$ cat config.mk
export PLATFORM = sky130hd
export DESIGN_NAME = fsc_fll_ctrl
export DESIGN_NICKNAME = d
export VERILOG_FILES = /design/src/fsc_pkg.sv /design/src/fsc_fll_ctrl.sv
export SDC_FILE = /design/constraint.sdc
export NUM_CORES = 1
export LEC_CHECK = 0
export BUFFER_PORTS_ARGS = -buffer_cell sky130_fd_sc_hd__buf_2
export CORE_ASPECT_RATIO = 0.8
export CORE_MARGIN = 10
export CORE_UTILIZATION = 35
export DETAILED_ROUTE_END_ITERATION = 7
export SYNTH_ARGS = -nofsm -noshare
export SYNTH_HDL_FRONTEND = slang
export SYNTH_SLANG_ARGS = --single-unit
$ cat constraint.sdc
create_clock -name pclk -period 2.35 [get_ports pclk]
set_clock_uncertainty 0.1 [all_clocks]
set_input_delay 0.3525 -clock pclk [delete_from_list [all_inputs] [get_ports pclk]]
set_output_delay 0.3525 -clock pclk [all_outputs]
set_load 0.01 [all_outputs]
$ cat src/fsc_pkg.sv
package fsc_pkg;
    localparam int unsigned ADDR_W        = 8;
    localparam int unsigned DATA_W        = 32;
    // register byte offsets
    localparam logic [7:0]  OFS_CTRL      = 8'h00;
    localparam logic [7:0]  OFS_MAIN_INT  = 8'h04;
    localparam logic [7:0]  OFS_MAIN_NUM  = 8'h08;
    localparam logic [7:0]  OFS_MAIN_DEN  = 8'h0C;
    localparam logic [7:0]  OFS_MAIN_CFG  = 8'h10;
    localparam logic [7:0]  OFS_SYNC_CFG  = 8'h14;
    localparam logic [7:0]  OFS_SYNC_INT  = 8'h18;
    localparam logic [7:0]  OFS_SYNC_NUM  = 8'h1C;
    localparam logic [7:0]  OFS_SYNC_DEN  = 8'h20;
    localparam logic [7:0]  OFS_FRC_INTEG = 8'h24;
    localparam logic [7:0]  OFS_INTEG_RD  = 8'h28;
    localparam logic [7:0]  OFS_SPREAD    = 8'h2C;
    localparam logic [7:0]  OFS_CLK_SEL   = 8'h30;
    localparam logic [7:0]  OFS_STATUS    = 8'h34;
    // field positions
    localparam int unsigned BIT_LOOP_EN   = 0;
    localparam int unsigned BIT_FREE_RUN  = 1;
    localparam int unsigned BIT_SYNC_EN   = 2;
    localparam int unsigned BIT_STROBE    = 15;
    localparam int unsigned BIT_VALID     = 15;
    localparam int unsigned POS_GAIN      = 4;
    localparam int unsigned BIT_SYNC_BW   = 8;
    localparam int unsigned POS_SS_AMP    = 4;
    localparam int unsigned POS_SS_FREQ   = 8;
    localparam int unsigned BIT_SYS_SEL   = 0;
    localparam int unsigned BIT_DSP_SEL   = 1;
    // widths
    localparam int unsigned INT_W         = 10;
    localparam int unsigned FRAC_W        = 16;
    localparam int unsigned INTEG_W       = 12;
    // reset values
    localparam logic        RST_FREE_RUN  = 1'b1;
    localparam logic [9:0]  RST_MAIN_INT  = 10'h008;
    localparam logic [15:0] RST_MAIN_NUM  = 16'h0018;
    localparam logic [15:0] RST_MAIN_DEN  = 16'h007D;
    localparam logic [11:0] RST_FRC_INTEG = 12'h281;
    // synchronizer input ratio codes (divide by 1,2,4,8,16)
    localparam logic [2:0]  SYNC_CODE_MAX = 3'h4;
    localparam logic [4:0]  SYNC_DIV_ONE  = 5'h01;
    localparam logic [4:0]  SYNC_DIV_MAX  = 5'h10;
    typedef enum logic [1:0] {
        FSC_SS_OFF,
        FSC_SS_TRIANGLE,
        FSC_SS_ZERO_MEAN_FM,
        FSC_SS_DITHER
    } fsc_ss_mode_t;
    typedef enum logic [1:0] {
        FSC_LOOP_OFF,
        FSC_LOOP_LOCKED,
        FSC_LOOP_FREE
    } fsc_loop_state_t;
endpackage : fsc_pkg

$ cat src/fsc_fll_ctrl.sv
// Implementation choices: the APB register port and the register addresses.
`timescale 1ns/1ps
// Overview of operation
// - sync ratio codes divide by 1,2,4,8,16
// - multiplier fields are plain unsigned integers
// - with sync on, main denominator ignored
// - free-run needs loop enable too
// - free-run halts feedback, holds frequency
// - missing reference forces free-run, relock after
// - forced update loads integrator while free-run selected
// - cold free-run start applies default integrator
// - integrator readable, valid flag qualifies it
// - loop output selectable for system, core clocks
// - spread spectrum triangle, zero-mean or dither
// - main multiplier applied on update strobe
module fsc_fll_ctrl
    import fsc_pkg::*;
(
    input  wire logic                pclk,
    input  wire logic                presetn,
    input  wire logic                ce,
    input  wire logic                psel,
    input  wire logic                penable,
    input  wire logic                pwrite,
    input  wire logic [ADDR_W-1:0]   paddr,
    input  wire logic [DATA_W-1:0]   pwdata,
    output logic      [DATA_W-1:0]   prdata,
    output logic                     pready,
    output logic                     pslverr,
    input  wire logic                ref_present_pin,
    input  wire logic                integ_stable_pin,
    input  wire logic [INTEG_W-1:0]  integ_value_pin,
    output logic                     loop_run,
    output logic                     feedback_halt,
    output logic                     sync_run,
    output logic      [INT_W-1:0]    act_int_mult,
    output logic      [FRAC_W-1:0]   act_frac_num,
    output logic      [FRAC_W-1:0]   act_frac_den,
    output logic                     frac_den_used,
    output logic      [4:0]          sync_div,
    output logic                     integ_load,
    output logic      [INTEG_W-1:0]  integ_load_value,
    output logic                     system_clock_from_loop,
    output logic                     processor_core_clock_from_loop,
    output fsc_ss_mode_t             ss_mode
);

    logic                 loop_enable;
    logic                 free_run_select;
    logic                 sync_path_enable;
    logic [INT_W-1:0]     main_integer_mult;
    logic [FRAC_W-1:0]    main_frac_numerator;
    logic [FRAC_W-1:0]    main_frac_denominator;
    logic [3:0]           main_vco_ratio;
    logic [3:0]           main_loop_gain;
    logic [2:0]           sync_input_ratio;
    logic [3:0]           sync_loop_gain;
    logic                 sync_bandwidth_select;
    logic [INT_W-1:0]     sync_integer_mult;
    logic [FRAC_W-1:0]    sync_frac_numerator;
    logic [FRAC_W-1:0]    sync_frac_denominator;
    logic [INTEG_W-1:0]   forced_integrator_value;
    logic [INTEG_W-1:0]   integrator_readback;
    logic                 integrator_readback_valid;
    logic [3:0]           ss_amp;
    logic [3:0]           ss_freq;
    logic                 has_run;
    logic                 loop_enable_q;
    fsc_loop_state_t      loop_state;
    fsc_loop_state_t      next_loop_state;
    logic [1:0]           ref_sync;
    logic [1:0]           stable_sync;
    logic [INTEG_W-1:0]   integ_meta;
    logic [INTEG_W-1:0]   integ_sync;
    logic                 access;
    logic                 wr_en;
    logic                 ratio_update_strobe;
    logic                 forced_integrator_update;
    logic                 mapped;
    logic [DATA_W-1:0]    rd_mux;
    logic                 ref_present;
    logic                 free_eff;

    assign ref_present = ref_sync[1];
    assign free_eff    = free_run_select | ~ref_present;
    assign access      = ce & psel & penable;
    assign wr_en       = access & pwrite & pready;
    assign ratio_update_strobe      = wr_en && paddr == OFS_MAIN_INT && pwdata[BIT_STROBE];
    assign forced_integrator_update = wr_en && paddr == OFS_FRC_INTEG && pwdata[BIT_STROBE];

    // pin synchronisers
    always_ff @(posedge pclk or negedge presetn) begin
        if (!presetn) begin
            ref_sync    <= '0;
            stable_sync <= '0;
            integ_meta  <= '0;
            integ_sync  <= '0;
        end else if (ce) begin
            ref_sync    <= {ref_sync[0], ref_present_pin};
            stable_sync <= {stable_sync[0], integ_stable_pin};
            integ_meta  <= integ_value_pin;
            integ_sync  <= integ_meta;
        end
    end

    always_comb begin
        unique case (paddr)
            OFS_CTRL, OFS_MAIN_INT, OFS_MAIN_NUM, OFS_MAIN_DEN, OFS_MAIN_CFG,
            OFS_SYNC_CFG, OFS_SYNC_INT, OFS_SYNC_NUM, OFS_SYNC_DEN, OFS_FRC_INTEG,
            OFS_INTEG_RD, OFS_SPREAD, OFS_CLK_SEL, OFS_STATUS: mapped = 1'b1;
            default: mapped = 1'b0;
        endcase
    end

    always_comb begin
        rd_mux = '0;
        unique case (paddr)
            OFS_CTRL: begin
                rd_mux[BIT_LOOP_EN]  = loop_enable;
                rd_mux[BIT_FREE_RUN] = free_run_select;
                rd_mux[BIT_SYNC_EN]  = sync_path_enable;
            end
            OFS_MAIN_INT:  rd_mux[INT_W-1:0]   = main_integer_mult;
            OFS_MAIN_NUM:  rd_mux[FRAC_W-1:0]  = main_frac_numerator;
            OFS_MAIN_DEN:  rd_mux[FRAC_W-1:0]  = main_frac_denominator;
            OFS_MAIN_CFG:  rd_mux[7:0]         = {main_loop_gain, main_vco_ratio};
            OFS_SYNC_CFG: begin
                rd_mux[2:0]         = sync_input_ratio;
                rd_mux[7:4]         = sync_loop_gain;
                rd_mux[BIT_SYNC_BW] = sync_bandwidth_select;
            end
            OFS_SYNC_INT:  rd_mux[INT_W-1:0]   = sync_integer_mult;
            OFS_SYNC_NUM:  rd_mux[FRAC_W-1:0]  = sync_frac_numerator;
            OFS_SYNC_DEN:  rd_mux[FRAC_W-1:0]  = sync_frac_denominator;
            OFS_FRC_INTEG: rd_mux[INTEG_W-1:0] = forced_integrator_value;
            OFS_INTEG_RD: begin
                rd_mux[INTEG_W-1:0] = integrator_readback;
                rd_mux[BIT_VALID]   = integrator_readback_valid;
            end
            OFS_SPREAD:    rd_mux[11:0] = {ss_freq, ss_amp, 2'b00, ss_mode};
            OFS_CLK_SEL: begin
                rd_mux[BIT_SYS_SEL] = system_clock_from_loop;
                rd_mux[BIT_DSP_SEL] = processor_core_clock_from_loop;
            end
            OFS_STATUS:    rd_mux[3:0] = {has_run, feedback_halt, loop_run, ref_present};
            default:       rd_mux = '0;
        endcase
    end

    // apb answer, one wait state
    always_ff @(posedge pclk or negedge presetn) begin
        if (!presetn) begin
            pready  <= 1'b0;
            pslverr <= 1'b0;
            prdata  <= '0;
        end else if (ce) begin
            pready  <= psel & penable & ~pready;
            pslverr <= psel & penable & ~pready & ~mapped;
            if (psel && penable && !pready && !pwrite)
                prdata <= rd_mux;
        end
    end

    // software-owned configuration
    always_ff @(posedge pclk or negedge presetn) begin
        if (!presetn) begin
            loop_enable           <= 1'b0;
            free_run_select       <= RST_FREE_RUN;
            sync_path_enable      <= 1'b0;
            main_integer_mult     <= RST_MAIN_INT;
            main_frac_numerator   <= RST_MAIN_NUM;
            main_frac_denominator <= RST_MAIN_DEN;
            main_vco_ratio        <= '0;
            main_loop_gain        <= '0;
            sync_input_ratio      <= '0;
            sync_loop_gain        <= '0;
            sync_bandwidth_select <= 1'b0;
            sync_integer_mult     <= '0;
            sync_frac_numerator   <= '0;
            sync_frac_denominator <= '0;
            forced_integrator_value <= RST_FRC_INTEG;
            ss_mode               <= FSC_SS_OFF;
            ss_amp                <= '0;
            ss_freq               <= '0;
            system_clock_from_loop         <= 1'b0;
            processor_core_clock_from_loop <= 1'b0;
        end else if (wr_en) begin
            unique case (paddr)
                OFS_CTRL: begin
                    loop_enable      <= pwdata[BIT_LOOP_EN];
                    free_run_select  <= pwdata[BIT_FREE_RUN];
                    sync_path_enable <= pwdata[BIT_SYNC_EN];
                end
                OFS_MAIN_INT: main_integer_mult     <= pwdata[INT_W-1:0];
                OFS_MAIN_NUM: main_frac_numerator   <= pwdata[FRAC_W-1:0];
                OFS_MAIN_DEN: main_frac_denominator <= pwdata[FRAC_W-1:0];
                OFS_MAIN_CFG: begin
                    main_vco_ratio <= pwdata[3:0];
                    main_loop_gain <= pwdata[POS_GAIN +: 4];
                end
                OFS_SYNC_CFG: begin
                    sync_input_ratio      <= pwdata[2:0];
                    sync_loop_gain        <= pwdata[POS_GAIN +: 4];
                    sync_bandwidth_select <= pwdata[BIT_SYNC_BW];
                end
                OFS_SYNC_INT:  sync_integer_mult       <= pwdata[INT_W-1:0];
                OFS_SYNC_NUM:  sync_frac_numerator     <= pwdata[FRAC_W-1:0];
                OFS_SYNC_DEN:  sync_frac_denominator   <= pwdata[FRAC_W-1:0];
                OFS_FRC_INTEG: forced_integrator_value <= pwdata[INTEG_W-1:0];
                OFS_SPREAD: begin
                    ss_mode <= fsc_ss_mode_t'(pwdata[1:0]);
                    ss_amp  <= pwdata[POS_SS_AMP +: 4];
                    ss_freq <= pwdata[POS_SS_FREQ +: 4];
                end
                OFS_CLK_SEL: begin
                    system_clock_from_loop         <= pwdata[BIT_SYS_SEL];
                    processor_core_clock_from_loop <= pwdata[BIT_DSP_SEL];
                end
                default: ;
            endcase
        end
    end

    always_ff @(posedge pclk or negedge presetn) begin
        if (!presetn) begin
            act_int_mult <= RST_MAIN_INT;
            act_frac_num <= RST_MAIN_NUM;
        end else if (ce && ratio_update_strobe) begin
            act_int_mult <= pwdata[INT_W-1:0];
            act_frac_num <= main_frac_numerator;
        end else if (ce && !loop_enable) begin
            act_int_mult <= main_integer_mult;
            act_frac_num <= main_frac_numerator;
        end
    end

    always_ff @(posedge pclk or negedge presetn) begin
        if (!presetn) begin
            act_frac_den  <= RST_MAIN_DEN;
            frac_den_used <= 1'b0;
        end else if (ce) begin
            frac_den_used <= ~sync_path_enable & (act_frac_num != '0);
            act_frac_den  <= sync_path_enable ? '0 : main_frac_denominator;
        end
    end

    always_ff @(posedge pclk or negedge presetn) begin
        if (!presetn)
            sync_div <= SYNC_DIV_ONE;
        else if (ce)
            sync_div <= (sync_input_ratio > SYNC_CODE_MAX) ? SYNC_DIV_MAX
                                                          : SYNC_DIV_ONE << sync_input_ratio;
    end

    always_comb begin
        next_loop_state = loop_state;
        unique case (loop_state)
            FSC_LOOP_OFF:
                if (loop_enable)
                    next_loop_state = free_eff ? FSC_LOOP_FREE : FSC_LOOP_LOCKED;
            FSC_LOOP_LOCKED:
                if (!loop_enable)
                    next_loop_state = FSC_LOOP_OFF;
                else if (free_eff)
                    next_loop_state = FSC_LOOP_FREE;
            FSC_LOOP_FREE:
                if (!loop_enable)
                    next_loop_state = FSC_LOOP_OFF;
                else if (!free_eff)
                    next_loop_state = FSC_LOOP_LOCKED;
        endcase
    end

    always_ff @(posedge pclk or negedge presetn) begin
        if (!presetn) begin
            loop_state    <= FSC_LOOP_OFF;
            loop_run      <= 1'b0;
            feedback_halt <= 1'b0;
            sync_run      <= 1'b0;
            loop_enable_q <= 1'b0;
            has_run       <= 1'b0;
        end else if (ce) begin
            loop_state    <= next_loop_state;
            loop_run      <= next_loop_state != FSC_LOOP_OFF;
            feedback_halt <= next_loop_state == FSC_LOOP_FREE;
            sync_run      <= next_loop_state == FSC_LOOP_LOCKED && sync_path_enable;
            loop_enable_q <= loop_enable;
            if (next_loop_state == FSC_LOOP_LOCKED)
                has_run <= 1'b1;
        end
    end

    // integrator load control
    always_ff @(posedge pclk or negedge presetn) begin
        if (!presetn) begin
            integ_load       <= 1'b0;
            integ_load_value <= RST_FRC_INTEG;
        end else if (ce) begin
            integ_load <= 1'b0;
            if (loop_enable && !loop_enable_q && free_run_select && !has_run) begin
                integ_load       <= 1'b1;
                integ_load_value <= RST_FRC_INTEG;
            end else if (forced_integrator_update && free_run_select) begin
                integ_load       <= 1'b1;
                integ_load_value <= pwdata[INTEG_W-1:0];
            end
        end
    end

    always_ff @(posedge pclk or negedge presetn) begin
        if (!presetn) begin
            integrator_readback       <= '0;
            integrator_readback_valid <= 1'b0;
        end else if (ce) begin
            if (free_run_select && loop_state != FSC_LOOP_OFF && stable_sync[1]) begin
                integrator_readback       <= integ_sync;
                integrator_readback_valid <= 1'b1;
            end else if (!free_run_select) begin
                integrator_readback_valid <= 1'b0;
            end
        end
    end

    hold_mult_a: assert property (@(posedge pclk) disable iff (!presetn)
        ce && loop_enable && !ratio_update_strobe |=> $stable(act_int_mult))
        else $error("multiplier changed without update");

    apply_mult_a: assert property (@(posedge pclk) disable iff (!presetn)
        ratio_update_strobe |=> act_int_mult == $past(pwdata[INT_W-1:0]))
        else $error("strobe did not apply multiplier");

    ref_loss_a: assert property (@(posedge pclk) disable iff (!presetn)
        ce && loop_state == FSC_LOOP_LOCKED && !ref_present && loop_enable
        |=> feedback_halt)
        else $error("no halt on lost reference");

    relock_a: assert property (@(posedge pclk) disable iff (!presetn)
        ce && loop_state == FSC_LOOP_FREE && loop_enable && ref_present && !free_run_select
        |=> !feedback_halt && loop_run)
        else $error("no relock");

    need_enable_a: assert property (@(posedge pclk) disable iff (!presetn)
        ce && !loop_enable |=> !loop_run && !feedback_halt)
        else $error("loop running while disabled");

    force_load_a: assert property (@(posedge pclk) disable iff (!presetn)
        forced_integrator_update && free_run_select && !(loop_enable && !loop_enable_q)
        |=> integ_load ##1 !integ_load)
        else $error("forced load not a single pulse");

    cold_start_a: assert property (@(posedge pclk) disable iff (!presetn)
        ce && loop_enable && !loop_enable_q && free_run_select && !has_run
        |=> integ_load && integ_load_value == RST_FRC_INTEG)
        else $error("default integrator not applied");

    valid_clear_a: assert property (@(posedge pclk) disable iff (!presetn)
        ce && !free_run_select |=> !integrator_readback_valid)
        else $error("valid flag stuck");

    sync_div_a: assert property (@(posedge pclk) disable iff (!presetn)
        ce && sync_input_ratio == 3'h3 |=> sync_div == 5'h08)
        else $error("sync ratio decode wrong");

    strobe_zero_a: assert property (@(posedge pclk) disable iff (!presetn)
        pready && !pwrite && paddr == OFS_MAIN_INT |-> !prdata[BIT_STROBE])
        else $error("strobe bit read back");

endmodule : fsc_fll_ctrl

==> impl_results.md <==
- Status: complete, no violations
- H-tree depth: 1
- Total grt overflow: 0
- Die Ht: 183 um
- WL final: 34.0 mm
- 1st-pass router iterations: 7
- Initial Util: 0.356
- Crit Reg-Reg Endpoint: loop_run$_DFFE_PN0P_
- Number of global-route vias before repair: 8093
- Sw Share: 0.238
- Clock Pin Slew Worst Setup and Hold Paths: 0.06 ns
- Maxcap violations: 0
- NumNets Final: 1142
- Crit Path Category: reg2reg
- Final Max Tran Viols: 0
- Via count: 7917
- Final setup margin: 0.324 ns
- Core Region: 0.0326 sq mm
- Register share of total power: 0.454
- Syn avg cell area: 13.0 sq um
- Gpl congestion: 0.944
- Tot GR Track Use: 0.163
- I/O Buffers: 129
- Hold path start: pwdata[11]
- RSZ-0062 raised after global routing: false
- IO Count: 162
- Largest net degree at the start of global routing: 72
- # rows: 59
- Die W: 224 um
- Final Setup Violations: 0
- Worst hold path depth: 3
- Setup WS pre-CTS: 0.0375 ns
- Most used DFF post-synth: dfrtp_1
- P_leak: 7.00 nW
- FF-to-FF path depth: 7
- Ratio of cells with drive above 1 in the final layout: 0.449
- Initial antenna violation count: 1
- CTS tree: yes
- WL/cell: 22.3 um
- DRC: 0
- Fmax: 494 MHz
- Clock Latency Late Sink: 0.55 ns
- Die area: 0.0409 sq mm
- Crit path time final: 2.03 ns
- Final Non-Filler Cells: 1527
- Post-synth ARST share: 1.00
- Gate Count Post-Synth: 890
- GR Util met3: 0.0366
- Clock Tree Buf Depth: 3
- EDFF count, synth: 0
- Fin crit share: 0.862
- Crit path capture type: register
- Hold Fails Final Rpt: 0
- Synth-to-Final Area Change: 23.1%
- Wire length of the first global-routing pass: 52.0 mm
- Pwr Density: 708 mW/mm^2
- Grt met1 use: 0.232
- Number of synthesized register bits: 254
- Dpl hpwl: 24.9 mm
- Commonest non-fill, non-tap cell in the layout: dfrtp_1
- CP endpoint: loop_run$_DFFE_PN0P_
- Placed Instances: 1458
- Startpoint types: register
- Max IR drop VDD: 0.000445 V
- Diodes inserted: 0
- Hold WS: 0.0317 ns
- Cts bufs inserted: 27
- Crit-path max FO: 5
- Worst Tran Pin Value: 0.629 ns
- Internal power: 0.00771 W
- Psw: 0.00240 W
- Comb pwr share: 0.080
- Initial DRC Count: 649
- Sink Count: 254
- Clk network pwr share: 0.466
- Reg2Reg Setup Slack: 0.32 ns
- Hold Buf Count CTS: 19
- Slew Limit Headroom: 0.581
- GR peak layer: met2
- Register area share after synthesis: 0.550
- CP startpoint: loop_state[0]$_DFFE_PN0P_
- Hold WC Path Type: in2reg
- Drt via density: 5.18
- Worst flop-to-flop path startpoint: loop_state[0]$_DFFE_PN0P_
- Root Driver: clkbuf_16
- CP arrival: 2.32 ns
- Setup Fix Bufs, Post-CTS: 0
- Met2 usage: 0.249
- Ys Warns: 0
- Total negative setup slack: 0 ns
- DRT antenna net count: 0
- Mapped Area: 0.0116 sq mm
- Commonest cells after routing, fill and taps aside: dfrtp_1 (228), mux2_2 (181), buf_2 (128), buf_4 (57), nand2_1 (42)
- Post-synthesis cell type count: 65
- Req. time, crit path: 2.64 ns
- Post-CTS sizing: 0
==> critical path, stage by stage (launching register included) <==
cell and delay [ns]:
dfrtp_1 0.40, inv_1 0.11, ha_1 0.33, inv_1 0.11, o21ai_0 0.11, o2bb2ai_1 0.13
a22oi_1 0.44, a31oi_1 0.17
==> layout make-up <==
| type | instances | area [sq um] |
|---|---|---|
| clock buffers | 36 | 779 |
| repair buffers | 217 | 1510 |
| well taps | 427 | 534 |
| multi-input cells | 546 | 4740 |
| inverters | 33 | 124 |
| fillers | 3081 | 18300 |
| flip-flops and latches | 254 | 6390 |
| clock inverters | 14 | 210 |
==> flip-flops by register name, indices dropped and copies added, names as in the netlist, 5 cells and up <==
signal / flops
integ_sync: 12
sync_integer_mult: 10
integrator_readback: 12
integ_meta: 12
sync_frac_numerator: 16
main_integer_mult: 10
main_frac_denominator: 16
forced_integrator_value: 12
sync_div: 5
sync_frac_denominator: 16
act_int_mult: 10
prdata: 16
act_frac_num: 16
main_frac_numerator: 16
integ_load_value: 12
act_frac_den: 16
==> layer usage <==
metal,vias to the layer above,wire (um)
met3,47,2030
met4,2,586
met1,4066,16000
met2,224,15400
met5,-,13
li1,3578,-
==> synthesized netlist by cell type, types with 11 or more instances <==
master      n  area [sq um]
dfrtp_1   228          5710
mux2_2    181          2040
nand2_1    42           158
inv_1      33           124
mux2i_1    33           330
clkbuf_1   30           113
nor2_1     30           113
o21ai_0    29           145
dfstp_2    26           683
buf_4      21           158
a21oi_1    20           100
a22oi_1    13          97.6
nand3b_1   13          97.6
mux4_2     11           248
nand3_1    11          55.1
==> power groups by stage <==
stage	clock network [W]	logic [W]	registers, W
after floorplan	0	0.000394	0.00466
after global placement	0	0.000782	0.00466
after detailed placement	0	0.000792	0.00467
after CTS	0.00482	0.000821	0.00459
after global routing	0.00501	0.000889	0.00460
final	0.00471	0.000808	0.00459
==> worst min path at each step <==
stage,to,slack [ns]
detailed placement,integ_meta[11]$_DFFE_PN0P_,0.29
CTS,integ_load_value[10]$_DFFE_PN0P_,0.02
global route,integ_load_value[10]$_DFFE_PN0P_,0.04
finish,integ_load_value[11]$_DFFE_PN0P_,0.03
global placement,main_frac_denominator[13]$_DFFE_PN0P_,0.30
floorplan,act_frac_den[10]$_DFFE_PN0P_,-0.04
==> through the flow <==
stage | total power [W] | utilization | area, sq um
6_report | 0.0101 | 0.438 | 14300
4_1_cts | 0.0102 | 0.438 | 14300
2_1_floorplan | 0.00506 | - | 11700
3_3_place_gp | 0.00545 | 0.402 | 13100
5_1_grt | 0.0105 | 0.438 | 14300
3_5_place_dp | 0.00546 | 0.402 | 13100
==> cell families after synthesis <==
kind of cell,synth area share
simple gates,0.0785
other cells,0.000323
flops,0.550
buf+inv,0.0467
fa+ha+maj,0.00323
mux,0.247
compound gates,0.0740
(Power assumes the default switching activity.)
